$ cat config.mk
export PLATFORM = sky130hd
export DESIGN_NAME = conversion_start_stop_control
export DESIGN_NICKNAME = d
export VERILOG_FILES = /design/src/logic/conv_ctrl_pkg.sv /design/src/logic/conversion_start_stop_control.sv /design/src/logic/stream_ctrl.sv /design/src/logic/conv_write_decode.sv
export VERILOG_INCLUDE_DIRS = /design/src /design/src/logic
export SDC_FILE = /design/constraint.sdc
export NUM_CORES = 1
export LEC_CHECK = 0
export ABC_AREA = 1
export ABC_CLOCK_PERIOD_IN_PS = 1100
export BUFFER_PORTS_ARGS = -buffer_cell sky130_fd_sc_hd__buf_4
export CAP_MARGIN = 20
export CORE_UTILIZATION = 35
export DETAILED_ROUTE_END_ITERATION = 7
export GPL_TIMING_DRIVEN = 0
export SKIP_LAST_GASP = 1
export SYNTH_ARGS = -nofsm -noshare
export SYNTH_HDL_FRONTEND = slang
export SYNTH_SLANG_ARGS = --single-unit
$ cat constraint.sdc
create_clock -name I_MCLK -period 1.1 [get_ports I_MCLK]
set_input_delay 0.11 -clock I_MCLK [delete_from_list [all_inputs] [get_ports I_MCLK]]
set_output_delay 0.11 -clock I_MCLK [all_outputs]
set_load 0.02 [all_outputs]
$ cat src/logic/conv_ctrl_map.svh
// Register offset, field positions, reset value and widths of the conversion start/stop register.
`ifndef CONV_CTRL_MAP_SVH
`define CONV_CTRL_MAP_SVH
`define CONV_REG_ADDR      8'h09
`define CONV_REG_RESET     16'h0000
`define CONV_REG_WIDTH     16
`define CONV_ADDR_WIDTH    8
`define BIT_PAIR_A_BEGIN   14
`define BIT_PAIR_B_BEGIN   12
`define BIT_PAIR_A_HALT    10
`define BIT_PAIR_B_HALT    8
`define BIT_SEQ_A_BEGIN    6
`define BIT_SEQ_B_BEGIN    4
`define BIT_SEQ_A_HALT     2
`define BIT_SEQ_B_HALT     0
`define CONV_RW_MASK       16'h5555
`endif

$ cat src/logic/conv_ctrl_pkg.sv
// Types shared by the conversion start/stop control block.
package conv_ctrl_pkg;
    // Run state of one converter group.
    typedef enum logic [1:0] {
        ST_IDLE,
        ST_RUN,
        ST_DRAIN
    } run_state_t;
endpackage

$ cat src/logic/conversion_start_stop_control.sv
// Top level of the conversion start/stop control register and its four converter groups.
`include "conv_ctrl_map.svh"

// Overview of operation
// - Pair A begin bit starts or restarts enabled current and voltage converters A.
// - Pair B begin bit starts or restarts enabled current and voltage converters B.
// - All begin bits are triggers only and always read back zero.
// - Pair A halt bit stops continuous run after the conversion in flight completes.
// - Pair B halt bit stops continuous run after the conversion in flight completes.
// - Pair halt bits are ignored in single-shot mode.
// - Begin and halt of one pair in one write: begin wins.
// - Pair A halt self-clears at conversion end, or on begin which aborts and restarts.
// - Pair B halt self-clears at conversion end, or on begin which aborts and restarts.
// - Sequencer A begin starts or restarts multiplexed converter A's sequence.
// - Sequencer B begin starts or restarts multiplexed converter B's sequence.
// - Sequencer A halt ends its sequence once the running sequence finishes.
// - Sequencer B halt ends its sequence once the running sequence finishes.
// - Begin and halt of one sequencer in one write: begin wins.
// - Sequencer A halt clears at sequence end, or on begin which aborts and relaunches.
// - Sequencer B halt clears at sequence end, or on begin which aborts and relaunches.
//
// Register layout, one 16-bit word at the control address.
// Bit 14 is the pair A begin trigger.
// Bit 12 is the pair B begin trigger.
// Bit 10 is the pair A halt request, read back while the halt is pending.
// Bit 8 is the pair B halt request, read back while the halt is pending.
// Bit 6 is the sequencer A begin trigger.
// Bit 4 is the sequencer B begin trigger.
// Bit 2 is the sequencer A halt request, read back while the halt is pending.
// Bit 0 is the sequencer B halt request, read back while the halt is pending.
// All odd bits are reserved and always read zero.
//
// A write is decoded into one-cycle strobes, so a trigger bit never lingers in storage.
// That is why the begin bits read zero without any extra clearing logic.
// The halt bits shown on readback are the pending state of each group, not the written value.
// This lets software poll a halt bit until the unit in flight has finished.
// The trade-off is that a halt written to an idle group is never seen on readback.
module conversion_start_stop_control
    import conv_ctrl_pkg::*;
(
    input  wire logic        I_MCLK,
    input  wire logic        I_RESET,
    input  wire logic        I_WR,
    input  wire logic        I_RD,
    input  wire logic [7:0]  I_ADDR,
    input  wire logic [15:0] I_WDATA,
    output logic      [15:0] O_RDATA,
    output logic             O_RVALID,
    input  wire logic        I_SINGLE_SHOT,
    input  wire logic [3:0]  I_UNIT_DONE,
    output logic      [3:0]  O_START,
    output logic      [3:0]  O_ABORT,
    output logic      [3:0]  O_RUNNING
);
    // Group index: 0 pair A, 1 pair B, 2 sequencer A, 3 sequencer B.
    localparam int NGRP = 4;

    logic [15:0]     strobe;
    logic [NGRP-1:0] begin_s;
    logic [NGRP-1:0] halt_s;
    logic [NGRP-1:0] single_s;
    logic [NGRP-1:0] pend;

    typedef struct packed {
        logic [15:0] rdata;
        logic        rvalid;
    } top_t;

    top_t st_r;
    top_t st_nxt;

    conv_write_decode u_dec (
        .I_MCLK   (I_MCLK),
        .I_RESET  (I_RESET),
        .i_wr     (I_WR),
        .i_addr   (I_ADDR),
        .i_wdata  (I_WDATA),
        .o_strobe (strobe)
    );

    // Field map from the decoded write to the four groups.
    assign begin_s = {strobe[`BIT_SEQ_B_BEGIN], strobe[`BIT_SEQ_A_BEGIN],
                      strobe[`BIT_PAIR_B_BEGIN], strobe[`BIT_PAIR_A_BEGIN]};
    assign halt_s  = {strobe[`BIT_SEQ_B_HALT], strobe[`BIT_SEQ_A_HALT],
                      strobe[`BIT_PAIR_B_HALT], strobe[`BIT_PAIR_A_HALT]};
    // Single-shot only concerns the pairs; sequencers always honour halt.
    assign single_s = {2'b00, I_SINGLE_SHOT, I_SINGLE_SHOT};

    // One controller per group; begin overrides halt and aborts work in flight.
    genvar g;
    generate
        for (g = 0; g < NGRP; g++) begin : g_grp
            stream_ctrl u_ctl (
                .I_MCLK         (I_MCLK),
                .I_RESET        (I_RESET),
                .i_begin        (begin_s[g]),
                .i_halt         (halt_s[g]),
                .i_single_shot  (single_s[g]),
                .i_unit_done    (I_UNIT_DONE[g]),
                .o_start        (O_START[g]),
                .o_abort        (O_ABORT[g]),
                .o_running      (O_RUNNING[g]),
                .o_halt_pending (pend[g])
            );
        end
    endgenerate

    // Readback: begin bits and reserved bits are always zero; halt bits show pending stops.
    always_comb begin
        st_nxt        = st_r;
        st_nxt.rvalid = I_RD;
        if (I_RD) begin
            st_nxt.rdata = 16'h0000;
            if (I_ADDR == `CONV_REG_ADDR) begin
                st_nxt.rdata[`BIT_PAIR_A_HALT] = pend[0];
                st_nxt.rdata[`BIT_PAIR_B_HALT] = pend[1];
                st_nxt.rdata[`BIT_SEQ_A_HALT]  = pend[2];
                st_nxt.rdata[`BIT_SEQ_B_HALT]  = pend[3];
            end
        end
    end

    always_ff @(posedge I_MCLK) begin
        if (I_RESET) begin
            st_r <= '{rdata: `CONV_REG_RESET, rvalid: 1'b0};
        end else begin
            st_r <= st_nxt;
        end
    end

    assign O_RDATA  = st_r.rdata;
    assign O_RVALID = st_r.rvalid;

    // Assertions.
    begin_wins_a: assert property (@(posedge I_MCLK) disable iff (I_RESET)
        begin_s[0] |=> O_START[0] && O_RUNNING[0]) else $error("pair A begin not honoured");
    begin_b_a: assert property (@(posedge I_MCLK) disable iff (I_RESET)
        begin_s[1] |=> O_START[1]) else $error("pair B begin not honoured");
    seq_begin_a: assert property (@(posedge I_MCLK) disable iff (I_RESET)
        (begin_s[2] && halt_s[2]) |=> O_START[2] && O_RUNNING[2]) else $error("sequencer begin lost");
    read_zero_a: assert property (@(posedge I_MCLK) disable iff (I_RESET)
        O_RVALID |-> (O_RDATA & 16'hfafa) == 16'h0000) else $error("begin or reserved bit read one");
    halt_drain_a: assert property (@(posedge I_MCLK) disable iff (I_RESET)
        (halt_s[2] && !begin_s[2] && O_RUNNING[2] && !I_UNIT_DONE[2]) |=> O_RUNNING[2])
        else $error("sequencer halted early");
    halt_end_a: assert property (@(posedge I_MCLK) disable iff (I_RESET)
        (pend[3] && I_UNIT_DONE[3] && !begin_s[3]) |=> !O_RUNNING[3] && !pend[3])
        else $error("halt not cleared at end");
    single_ign_a: assert property (@(posedge I_MCLK) disable iff (I_RESET)
        (I_SINGLE_SHOT && halt_s[1] && !begin_s[1]) |=> !pend[1]) else $error("halt acted in single shot");
    abort_a: assert property (@(posedge I_MCLK) disable iff (I_RESET)
        (begin_s[0] && pend[0] && !I_UNIT_DONE[0]) |=> O_ABORT[0] && !pend[0]) else $error("no abort");
    rsvd_a: assert property (@(posedge I_MCLK) disable iff (I_RESET)
        (I_WR && I_ADDR == `CONV_REG_ADDR) |=> (strobe & 16'haaaa) == 16'h0000) else $error("reserved write");
    restart_c: cover property (@(posedge I_MCLK) O_ABORT[0]);
    drain_c: cover property (@(posedge I_MCLK) pend[2] ##1 !O_RUNNING[2]);
    both_c: cover property (@(posedge I_MCLK) begin_s[1] && halt_s[1]);
    single_c: cover property (@(posedge I_MCLK) I_SINGLE_SHOT && O_START[0]);
    seq_stop_c: cover property (@(posedge I_MCLK) pend[3] ##1 !O_RUNNING[3]);

    // Read strobe answers exactly one cycle later, and only then.
    rvalid_set_a: assert property (@(posedge I_MCLK) disable iff (I_RESET)
        I_RD |=> O_RVALID) else $error("read not answered");
    rvalid_clr_a: assert property (@(posedge I_MCLK) disable iff (I_RESET)
        !I_RD |=> !O_RVALID) else $error("spurious read valid");

    // Reads of any other address return zero.
    other_addr_a: assert property (@(posedge I_MCLK) disable iff (I_RESET)
        (I_RD && I_ADDR != `CONV_REG_ADDR) |=> O_RDATA == 16'h0000)
        else $error("other address read nonzero");

    // Halt bits read back the pending state at the read strobe.
    halt_read_a: assert property (@(posedge I_MCLK) disable iff (I_RESET)
        (I_RD && I_ADDR == `CONV_REG_ADDR) |=>
        {O_RDATA[`BIT_PAIR_A_HALT], O_RDATA[`BIT_PAIR_B_HALT], O_RDATA[`BIT_SEQ_A_HALT], O_RDATA[`BIT_SEQ_B_HALT]}
        == $past({pend[0], pend[1], pend[2], pend[3]}))
        else $error("halt readback mismatch");

    // Per-group checks, one copy for each converter group.
    generate
        for (g = 0; g < NGRP; g++) begin : g_chk
            // A start pulse follows each begin strobe by one cycle and never appears otherwise.
            start_follow_a: assert property (@(posedge I_MCLK) disable iff (I_RESET)
                O_START[g] == $past(begin_s[g])) else $error("start pulse mismatch");
            // Abort is only ever a companion of a restart.
            abort_start_a: assert property (@(posedge I_MCLK) disable iff (I_RESET)
                O_ABORT[g] |-> O_START[g]) else $error("abort without start");
            // Starting an idle group has nothing to abort.
            abort_idle_a: assert property (@(posedge I_MCLK) disable iff (I_RESET)
                (begin_s[g] && !O_RUNNING[g]) |=> !O_ABORT[g]) else $error("abort from idle");
            // Any begin leaves the group running.
            begin_run_a: assert property (@(posedge I_MCLK) disable iff (I_RESET)
                begin_s[g] |=> O_RUNNING[g]) else $error("group not running");
            // Any begin wipes a pending halt.
            begin_clr_a: assert property (@(posedge I_MCLK) disable iff (I_RESET)
                begin_s[g] |=> !pend[g]) else $error("halt survived begin");
            // A pending halt waits for the unit in flight.
            halt_wait_a: assert property (@(posedge I_MCLK) disable iff (I_RESET)
                (pend[g] && !I_UNIT_DONE[g] && !begin_s[g]) |=> O_RUNNING[g] && pend[g])
                else $error("halt did not wait");
            // The end of the unit in flight clears the halt and stops the group.
            halt_done_a: assert property (@(posedge I_MCLK) disable iff (I_RESET)
                (pend[g] && I_UNIT_DONE[g] && !begin_s[g]) |=> !O_RUNNING[g] && !pend[g])
                else $error("halt not cleared");
            // A pending halt implies a running group.
            pend_run_a: assert property (@(posedge I_MCLK) disable iff (I_RESET)
                pend[g] |-> O_RUNNING[g]) else $error("halt pending while idle");
            // An idle group stays quiet until it is started.
            idle_quiet_a: assert property (@(posedge I_MCLK) disable iff (I_RESET)
                (!O_RUNNING[g] && !begin_s[g]) |=> !O_RUNNING[g] && !O_START[g])
                else $error("idle group woke");
            // A halt to an idle group leaves nothing behind.
            halt_idle_a: assert property (@(posedge I_MCLK) disable iff (I_RESET)
                (halt_s[g] && !begin_s[g] && !O_RUNNING[g]) |=> !pend[g])
                else $error("halt stuck on idle group");
            if (g < 2) begin : g_pair
                // A single-shot pair start never shows a pending halt.
                single_start_a: assert property (@(posedge I_MCLK) disable iff (I_RESET)
                    (begin_s[g] && I_SINGLE_SHOT) |=> !pend[g]) else $error("single shot halt shown");
            end else begin : g_seq
                // A sequencer always takes a halt, whatever the pair mode.
                seq_halt_a: assert property (@(posedge I_MCLK) disable iff (I_RESET)
                    (halt_s[g] && !begin_s[g] && O_RUNNING[g] && !I_UNIT_DONE[g]) |=> pend[g])
                    else $error("sequencer halt lost");
            end
        end
    endgenerate
endmodule

$ cat src/logic/stream_ctrl.sv
// Start/stop controller for one converter group: a pair or a sequencer.
module stream_ctrl
    import conv_ctrl_pkg::*;
(
    input  wire logic I_MCLK,
    input  wire logic I_RESET,
    input  wire logic i_begin,
    input  wire logic i_halt,
    input  wire logic i_single_shot,
    input  wire logic i_unit_done,
    output logic      o_start,
    output logic      o_abort,
    output logic      o_running,
    output logic      o_halt_pending
);
    typedef struct packed {
        run_state_t state;
        logic       start;
        logic       abort;
        logic       single;
    } ctl_t;

    ctl_t st_r;
    ctl_t st_nxt;

    // A begin always wins over a halt in the same write; a halt waits for the unit in flight.
    always_comb begin
        st_nxt       = st_r;
        st_nxt.start = 1'b0;
        st_nxt.abort = 1'b0;
        if (i_begin) begin
            st_nxt.start = 1'b1;
            st_nxt.abort = (st_r.state != ST_IDLE) && !i_unit_done;
            st_nxt.state  = i_single_shot ? ST_DRAIN : ST_RUN;
            st_nxt.single = i_single_shot;
        end else begin
            case (st_r.state)
                ST_RUN: begin
                    if (i_halt && !i_single_shot) begin
                        st_nxt.state = i_unit_done ? ST_IDLE : ST_DRAIN;
                    end
                end
                ST_DRAIN: begin
                    if (i_unit_done) begin
                        st_nxt.state = ST_IDLE;
                    end
                end
                default: begin
                    st_nxt.state = ST_IDLE;
                end
            endcase
        end
    end

    // State register, synchronous reset.
    always_ff @(posedge I_MCLK) begin
        if (I_RESET) begin
            st_r <= '{state: ST_IDLE, start: 1'b0, abort: 1'b0, single: 1'b0};
        end else begin
            st_r <= st_nxt;
        end
    end

    // Pending halt is only visible while draining a continuous run, not a single shot.
    assign o_start        = st_r.start;
    assign o_abort        = st_r.abort;
    assign o_running      = st_r.state != ST_IDLE;
    assign o_halt_pending = (st_r.state == ST_DRAIN) && !st_r.single;
endmodule

$ cat src/logic/conv_write_decode.sv
// Decoder of register writes into one-cycle begin and halt strobes for the control register.
module conv_write_decode
    import conv_ctrl_pkg::*;
(
    input  wire logic        I_MCLK,
    input  wire logic        I_RESET,
    input  wire logic        i_wr,
    input  wire logic [7:0]  i_addr,
    input  wire logic [15:0] i_wdata,
    output logic      [15:0] o_strobe
);
`include "conv_ctrl_map.svh"
    typedef struct packed {
        logic [15:0] strobe;
    } dec_t;

    dec_t st_r;
    dec_t st_nxt;

    // Reserved odd bits are masked off, so writes to them have no effect.
    always_comb begin
        st_nxt.strobe = 16'h0000;
        if (i_wr && (i_addr == `CONV_REG_ADDR)) begin
            st_nxt.strobe = i_wdata & `CONV_RW_MASK;
        end
    end

    always_ff @(posedge I_MCLK) begin
        if (I_RESET) begin
            st_r.strobe <= `CONV_REG_RESET;
        end else begin
            st_r <= st_nxt;
        end
    end

    assign o_strobe = st_r.strobe;
endmodule

# After elaboration in Yosys (flattened, before gate mapping)

Cells that the tools add are included.

Register bits after elaboration: 31
Output and inout bits: 29
Bits of input ports: 33

Multiplexer cells: 29
Bitwise operators: 5
Reduce and logical (&&, ||, !) cells: 33
Equality and inequality tests: 21

Operators by type and width:

| operator                                                        | number |
|---|---|
| 2-bit two-way mux                                               | 15 |
| 3-bit != test, second input constant                            | 6 |
| 2-bit one-hot mux with 2 select lines                           | 4 |
| 2-bit OR reduction                                              | 7 |
| 3-bit two-way mux                                               | 4 |
| 2-bit AND reduction                                             | 6 |
| 1-bit logical AND                                               | 9 |
| 2-bit by 1-bit == test with 1-bit output, second input constant | 4 |
| 2-bit == test, second input constant                            | 4 |
| 8-bit by 4-bit == test with 1-bit output, second input constant | 1 |
| 2-bit != test, second input constant                            | 4 |
| 2-bit nonzero test                                              | 4 |
| 1-bit zero test                                                 | 7 |
| 1-bit two-way mux                                               | 6 |
| 3-bit by 2-bit != test with 1-bit output, second input constant | 2 |
| 1-bit NOT                                                       | 5 |

# Logic depth before layout (Yosys ltp)

Gate-level depths: netlist of the first run.

Word-level depth: 5
Depth in mapped cells: 5
Gate-level depth less buffers: 5

# By module

Synthesis of the first run repeated with hierarchy kept, for this count alone.

Cell total of the unflattened synthesis: 200
Area total of the unflattened synthesis: 1582.8 sq um

Modules (own cells, without submodules):

| module                        | seq. area each (sq um) | cells each | times used | area an instance (sq um) |
|---|---|---|---|---|
| stream_ctrl                   | 100.1                  | 28         | 4          | 210.2 |
| conv_write_decode             | 160.2                  | 42         | 1          | 404.1 |
| conversion_start_stop_control | 100.1                  | 46         | 1          | 337.8 |

# Least setup slack after synthesis of the first run

Ideal clock, no wire load.

Path kind: reg2reg
Start point: reg g_grp[0].u_ctl.st_r[3] (netlist bit)
End point: reg g_grp[0].u_ctl.st_r[4] (netlist bit)
Stages on the path, launching flop included: 6
Period minus slack after synthesis: 0.764 ns
Path slack: 0.336 ns
Path buffers: 0
Data arrival time: 0.643 ns
Required time: 0.978 ns
Setup time: 0.122 ns
Cell sequence: dfxtp_1 -> inv_1 -> nor2_1 -> nand3_1 -> nand2_1 -> a21oi_1

Longest elaborated chain between the ends: 3

Ends and longest elaborated chain:

| what                                                                             | line              | source |
|---|---|---|
| from (decl)                                                                      | stream_ctrl.sv:23 | `ctl_t st_r;` |
| from (signal assigned)                                                           | stream_ctrl.sv:58 | `st_r <= '{state: ST_IDLE, start: 1'b0, abort: 1'b0, single: 1'b0};` |
| from (signal assigned)                                                           | stream_ctrl.sv:60 | `st_r <= st_nxt;` |
| 2-bit == test / 2-bit by 1-bit == test with 1-bit output (equally long branches) | stream_ctrl.sv:37 | `case (st_r.state)` |
| 2-bit one-hot mux with 2 select lines, or another cell as far along              | stream_ctrl.sv:37 |  |
| 2-bit two-way mux / 2-bit AND reduction (equally long branches)                  | n/a               |  |

Several ways; a longest one is shown, not always the timed one.
A chain may end at the register's enable or synchronous reset.

# Worst setup path after layout of the first run

Start point: reg g_grp[0].u_ctl.st_r[4] (netlist bit)
End point: out O_RUNNING[0]

Longest elaborated chain between the ends: 1

Ends and longest elaborated chain:

| what               | line                                | source |
|---|---|---|
| 2-bit nonzero test | stream_ctrl.sv:67                   | `assign o_running = st_r.state != ST_IDLE;` |
| to (decl)          | conversion_start_stop_control.sv:53 | `output logic [3:0] O_RUNNING` |

Every way passes these cells.

==> metrics.yaml, run 1 <==
hold_ws_ns: 0.0410
final_common_cell: "buf_4"
yosysWarnings: 0
synth-seq-cells: 31
setup_violations: 0
via_per_inst: 3.99
fin_ws_ns: 0.0948
final_area_um2: 1980
multi_input_area_um2: 465
first_global_vias: 1086
arrival_ns: 0.90
mostFrequentLayoutCells: "buf_4 (63), inv_1 (39), nand2_1 (28)"
r2r_slack_ns: 0.13
hp-start: "I_WDATA[12]"
vias: 1202
syn_area_per_cell_um2: 7.40
grt_max_degree: 11
ir_drop_uv: 831
numCtsBuffers: 5
final_cells: 301
hold_end: "u_dec.o_strobe[12]"
seq_area_frac_synth: 0.448
worst_skew_pair.late_latency_ns: 0.28
ant_nets: 0
fill_cells: 373
wl_per_cell_um: 8.73
final_util: 0.533
timing.final.crit_share: 0.914
grt_usage: 0.138
synth_cell_types: 16
rsz0062_at_grt: "false"
cp_data_required_time_ns: 0.99
cts_tree: "built"
initial_core_util: 0.372
firstDrtPassIters: 4
register_area_um2: 628
synth_area_um2: 1380
numPortBuffers: 41
cp_max_fo: 2
gp_congestion: 0.726
finalHoldViolations: 0
grt_overflow: 0
final_nets: 285
worst-setup-path-type: "reg -> out"
start_kind: "flip-flop"
drv_slew: 0
drv_cap: 0
postSynthCellCount: 187
fmaxAchievable_ghz: 0.995
place_ws_ns: 0.145
cts.sinks: 31
drc: 0
root_buffer: "clkbuf_8"
async_flop_share: 0
die_y_um: 64.9
outcome: "completed"
ys.flop_type: "dfxtp_1"
grt_pass1_wl_mm: 4.30
die-width_um: 64.9
clk_pin_slew_ns: 0.06
dp_hpwl_mm: 1.90
layout_min_cycle_time_ns: 1.01
p_leak_nw: 1.01
htreeDepth: 2
num_rows: 22
areaGrowthSynthToFinish_pct: 43.1
skew_ns: 0.00305
rr_startpoint: "g_grp[1].u_ctl.st_r[4]"
coreArea_um2: 3720
p_total_mw: 2.32
drive_above_1_share: 0.352
antenna_found_initial: 0
first_iter_violations: 39
powerDensity_nw_per_um2: 1170
dieArea_um2: 4210
place_area_um2: 1790
min_path_cells: 3
clock_path_buffers: 2
crit-reg2reg-capture: "g_grp[1].u_ctl.st_r[4]"
crit_path_end_kind: "primary output"
synth_edf_count: 0
finalSetupTns_ns: 0
worstRegToRegCells: 5
hp-class: "in -> reg"
place_inst: 287
n_antenna_cell: 0
wl_mm: 2.63
io_pins: 62
synth_stat cells, types with 2 or more instances:
library cell,count,area share
a21oi_1,12,0.043
nor4_1,2,0.0090
buf_6,2,0.016
nand3_1,8,0.029
inv_1,39,0.11
o31ai_1,2,0.011
buf_4,24,0.13
dfxtp_1,31,0.45
nor3_1,2,0.0072
o21a_1,2,0.011
o21ai_0,2,0.0072
nor2_1,29,0.079
nor2_2,2,0.0090
nand2_1,28,0.076
routing by layer:
metal | wire (um) | vias up | GRT usage
met5 | 0 | - | 0
met4 | 53 | 0 | 0.0778
met2 | 1350 | 32 | 0.243
met3 | 131 | 7 | 0.0440
met1 | 1100 | 511 | 0.143
li1 | - | 652 | -
area by class of cell:
type                            count  area share
Sequential cell                    31       0.317
Inverter                           39      0.0739
Buffer                             22      0.0872
Timing Repair Buffer               51       0.206
Multi-Input combinational cell    102       0.235
Tap cell                           48      0.0303
Clock buffer                        8      0.0505
critical path, stage by stage (launching register included):
cell,delay [ns]
dfxtp_2,0.32
nor2_2,0.11
inv_1,0.06
buf_6,0.12
flip-flops by register name (all words and copies together), names as in the netlist:
signal	flops
u_dec.o_strobe	8
g_grp.u_ctl.o_start	4
O_RVALID	1
g_grp.u_ctl.st_r	10
g_grp.u_ctl.o_abort	4
O_RDATA	4
cell families (layout without fill, tap and decap cells):
| group | count (synthesis) | count (layout) | synth area share |
|---|---|---|---|
| AND/OR/NAND/NOR | 72 | 72 | 0.224 |
| buffers and inverters | 65 | 120 | 0.252 |
| flip-flops | 31 | 31 | 0.448 |
| AO/OA/AOI/OAI | 18 | 18 | 0.0723 |
| other | 1 | 12 | 0.00271 |
where the power goes:
part	total [mW]	internal, mW	switching [mW]
Clock	0.974	0.570	0.404
Combinational	0.225	0.116	0.109
Sequential	1.13	1.12	0.000726
worst max-delay path by stage:
stage / start / to / slack [ns]
2_1_floorplan: g_grp[0].u_ctl.st_r[3] / g_grp[0].u_ctl.st_r[4] / 0.34
3_3_place_gp: I_ADDR[1] / u_dec.o_strobe[2] / 0.13
3_5_place_dp: I_ADDR[1] / u_dec.o_strobe[14] / 0.15
4_1_cts: g_grp[1].u_ctl.st_r[4] / O_RUNNING[1] / 0.08
5_1_grt: g_grp[3].u_ctl.st_r[4] / O_RUNNING[3] / 0.04
6_report: g_grp[0].u_ctl.st_r[4] / O_RUNNING[0] / 0.09
timing repair:
item,CTS,global route
resized for setup,14,0
hold buffers,4,0
setup buffers,6,0
endpoints found under the setup margin,4,0
endpoints found under the hold margin,4,0
(Power assumes the default switching activity.)
==> inputs of run 2 (changes only) <==
ABC_CLOCK_PERIOD_IN_PS = 900   (was 1100)
clock period = 0.9 ns   (was 1.1 ns; I/O delays follow)
==> run 2 against run 1 <==
  * The run now ends with negative setup slack left
  * Largest power group unchanged
  * Sequential share of layout area fell by 0.43 points
  * Clock power increased by 22%
  * Die area unchanged
  * Total power increased by 22%
  * Clock skew increased by 0.00089 ns
  * First-iteration DRC count fell by 13%
  * Worst setup slack got worse by 0.19 ns
  * Combinational power is 24% higher
  * Critical path depth is the same
  * Routed wire length increased by 3.8%
==> metrics.yaml, run 2 (synthesized netlist as in run 1, its figures left out) <==
outcome: "finished, violations left"
violations: "negative setup slack"
vias: 1200
fmaxAchievable_ghz: 1.01
swShare: 0.222
critPathSlowestCell: "dfxtp_2"
switching_power_mw: 0.630
numPortBuffers: 41
setup_violations: 4
hold_ws_ns: 0.0209
die_y_um: 64.9
num_rows: 22
worst-setup-path-type: "reg -> out"
arrival_ns: 0.90
htreeDepth: 2
coreArea_um2: 3720
gp_congestion: 0.726
wl_mm: 2.73
timing.final.crit_share: 1.10
final_common_cell: "buf_4"
rsz0062_at_grt: "true"
antenna_found_initial: 0
final_nets: 278
fill_cells: 365
drive_above_1_share: 0.378
p_total_mw: 2.84
via_per_inst: 4.08
place_ws_ns: -0.0346
firstDrtPassIters: 4
fin_ws_ns: -0.0935
p_int_mw: 2.21
powerDensity_nw_per_um2: 1410
multi_input_area_um2: 513
grt_max_degree: 11
first_iter_violations: 34
combPwrFrac: 0.098
cp_max_fo: 2
largest_reg_flops: 10
p_leak_nw: 0.987
finalHoldViolations: 0
mostFrequentLayoutCells: "buf_4 (46), inv_1 (38), nand2_1 (25)"
top_register: "g_grp.u_ctl.st_r"
seqPwrFrac: 0.484
grt_usage: 0.139
max_stage_delay_ns: 0.33
clock_path_buffers: 2
worst_skew_pair.late_latency_ns: 0.28
dp_hpwl_mm: 1.90
grt_pass1_wl_mm: 4.33
areaGrowthSynthToFinish_pct: 45.7
cts_tree: "built"
n_antenna_cell: 0
cp_data_required_time_ns: 0.81
min_path_cells: 3
ir_drop_uv: 1020
io_pins: 62
worstRegToRegCells: 5
skew_ns: 0.00394
ant_nets: 0
drv_slew: 0
final_util: 0.542
cts.sinks: 31
grt_overflow: 0
wl_per_cell_um: 9.29
root_buffer: "clkbuf_8"
clk_pin_slew_ns: 0.06
register_area_um2: 631
start_kind: "flip-flop"
drv_cap: 0
die-width_um: 64.9
numCtsBuffers: 5
dieArea_um2: 4210
initial_core_util: 0.372
critical_path.cell_chain: "nor2_2 > inv_1 > buf_6"
layout_min_cycle_time_ns: 0.993
clock_power_share: 0.419
first_global_vias: 1071
drc: 0
hp-class: "in -> reg"
crit_path_end_kind: "primary output"
## run 2: per-layer routing
layer	track usage	vias to the layer above	routed length, um
met5	0	-	0
met4	0.0778	0	53
met3	0.0440	7	121
met2	0.238	30	1390
met1	0.149	523	1170
li1	-	640	-
## run 2: area by class of cell
class                      instances  share of cell area
tap                               48              0.0298
sequential                        31               0.313
multi-input combinational        102               0.255
clock buffer                       8              0.0497
buffer                            14              0.0559
timing repair buffer              52               0.225
inverter                          39              0.0726
## run 2: stage by stage
stage | TNS, ns | cell area, um2 | instances
2_1_floorplan | 0 | 1430 | 198
3_3_place_gp | -0.337 | 1790 | 287
3_5_place_dp | -0.243 | 1790 | 287
4_1_cts | -0.375 | 1960 | 293
5_1_grt | -0.657 | 2020 | 294
6_report | -0.359 | 2020 | 294
## run 2: final timing paths
kind,from,end,slack [ns]
hold reg to reg,u_dec.o_strobe[0],g_grp[3].u_ctl.st_r[3],0.43
hold / removal,I_WDATA[12],u_dec.o_strobe[12],0.02
setup / recovery,g_grp[1].u_ctl.st_r[4],O_RUNNING[1],-0.09
setup reg to reg,g_grp[0].u_ctl.st_r[4],O_RDATA[10],0.01
## run 2: power groups by stage
| stage | logic [mW] | registers (mW) | clock network, mW |
|---|---|---|---|
| floorplan | 0.153 | 1.41 | 0 |
| global placement | 0.263 | 1.41 | 0 |
| detailed placement | 0.263 | 1.41 | 0 |
| CTS | 0.277 | 1.38 | 1.22 |
| global route | 0.305 | 1.37 | 1.29 |
| finish | 0.278 | 1.38 | 1.19 |
## run 2: worst max-delay path: cells and delay by family (launching register included)
family	cells	cell delay, ns
AND/OR/NAND/NOR	1	0.11
flip-flops	1	0.33
buffers and inverters	2	0.18
## run 2: repair_timing
item	4_1_cts	5_1_grt
pin swaps	4	10
setup endpoints to repair	13	11
buffers inserted	6	1
gates cloned	0	0
resized for setup	25	15
endpoints found under the hold margin	4	0
hold buffers	4	0
==> inputs of run 3 (changes only) <==
ABC_CLOCK_PERIOD_IN_PS = 950   (was 900)
SKIP_LAST_GASP = not set   (was 1)
SLEW_MARGIN = 5   (was not set)
clock period = 0.95 ns   (was 0.9 ns; I/O delays follow)
==> run 3 against run 2 <==
  * Sequential power fell by 6%
  * The flow still finishes with violations (negative setup slack)
  * Global-route usage fell by 0.079 points
  * Cell area rose by 0.62%
  * Sequential share of layout area fell by 0.13 points
  * Clock-buffer cell count did not move
  * Combinational power fell by 6%
  * Total power fell by 5.2%
  * Critical path depth did not move
==> metrics.yaml, run 3 (synthesized netlist as in run 1, its figures left out) <==
place_inst: 287
worst-setup-path-type: "reg -> out"
drv_cap: 0
violations: "negative setup slack"
final_area_um2: 2030
drive_above_1_share: 0.381
rsz0062_at_grt: "true"
wl_mm: 2.69
first_global_vias: 1086
firstDrtPassIters: 4
outcome: "finished, violations left"
die-width_um: 64.9
arrival_ns: 0.90
final_nets: 284
clock_path_buffers: 2
ant_nets: 0
grt_overflow: 0
hp-class: "in -> reg"
drv_slew: 0
grt_pass1_wl_mm: 4.30
num_rows: 22
top_register: "g_grp.u_ctl.st_r"
cts.sinks: 31
dieArea_um2: 4210
root_buffer: "clkbuf_8"
p_total_mw: 2.70
final_common_cell: "buf_4"
finalSetupTns_ns: -0.161
io_pins: 62
numCtsBuffers: 5
crit_family: "flip-flops"
p_leak_nw: 1.02
grt_max_degree: 11
numPortBuffers: 41
critPathSlowestCell: "dfxtp_2"
gp_congestion: 0.726
setup_violations: 4
fin_ws_ns: -0.0436
cts_tree: "built"
vias: 1220
die_y_um: 64.9
critical_path.cell_chain: "nor2_2 > inv_1 > buf_6"
ir_drop_uv: 979
powerDensity_nw_per_um2: 1330
via_per_inst: 4.07
clk_pin_slew_ns: 0.06
htreeDepth: 2
coreArea_um2: 3720
grt_usage: 0.138
wl_per_cell_um: 8.95
largest_reg_flops: 10
areaGrowthSynthToFinish_pct: 46.6
timing.final.crit_share: 1.05
layout_min_cycle_time_ns: 0.994
finalHoldViolations: 0
final_util: 0.546
drc: 0
max_stage_delay_ns: 0.32
first_iter_violations: 41
worst_skew_pair.late_latency_ns: 0.28
n_antenna_cell: 0
fill_cells: 374
final_cells: 300
cp_data_required_time_ns: 0.85
place_area_um2: 1790
antenna_found_initial: 0
crit_path_end_kind: "primary output"
fmaxAchievable_ghz: 1.01
dp_hpwl_mm: 1.90
initial_core_util: 0.372
cp_max_fo: 2
skew_ns: 0.00318
mostFrequentLayoutCells: "buf_4 (55), inv_1 (38), nand2_1 (28)"
crit_buf_inv: 2
start_kind: "flip-flop"
## run 3: cell count changes in the layout (fill, tap and decap cells not counted), sizes merged
cell,previous run,this run
buf,62,68
## run 3: area by class of cell
| type | instances | area (um2) | share of cell area |
|---|---|---|---|
| Sequential cell | 31 | 632 | 0.312 |
| Multi-Input combinational cell | 102 | 490 | 0.242 |
| Timing Repair Buffer | 51 | 434 | 0.214 |
| Buffer | 21 | 165 | 0.0814 |
| Inverter | 39 | 146 | 0.0722 |
| Clock buffer | 8 | 100 | 0.0494 |
| Tap cell | 48 | 60.1 | 0.0296 |
## run 3: timing repair
item / in CTS / in global routing
pin swaps: 4 / 1
buffers inserted: 6 / 0
setup endpoints to repair: 5 / 14
gates resized for setup: 16 / 16
hold buffers: 4 / 0
endpoints found under the hold margin: 4 / 0
## run 3: path summary, 6_finish.rpt
path	from	to	slack, ns	depth (start not counted)
max reg2reg	g_grp[0].u_ctl.st_r[4]	g_grp[0].u_ctl.st_r[4]	0.04	5
min	I_WDATA[12]	u_dec.o_strobe[12]	0.03	3
min reg2reg	u_dec.o_strobe[0]	g_grp[3].u_ctl.st_r[3]	0.43	1
max	g_grp[0].u_ctl.st_r[4]	O_RUNNING[0]	-0.04	3
## run 3: power by group
part           leakage (nW)  switching (mW)  internal, mW  total (mW)
logic                 0.711           0.127         0.135       0.261
clock network        0.0515           0.473         0.660        1.13
registers             0.254        0.000860          1.30        1.30
total                  1.02           0.600          2.10        2.70
## run 3: per-layer routing
layer	vias up	track usage	share of wire
li1	652	-	-
met1	527	0.143	0.42
met2	34	0.243	0.51
met3	7	0.0440	0.049
met4	0	0.0778	0.020
met5	-	0	0
## run 3: stage by stage
stage,hold WS [ns],setup slack (ns)
detailed placement,0.275,0.0104
CTS,0.0189,-0.0516
global placement,0.272,-0.00319
global route,0.0361,-0.0901
floorplan,0.173,0.186
finish,0.0254,-0.0436
## run 3: worst register-to-register path: stages, from the launching register on
cell	delay [ns]
dfxtp_2	0.32
buf_4	0.14
nor2_2	0.14
nand3_2	0.08
nand2_1	0.07
a21oi_1	0.04
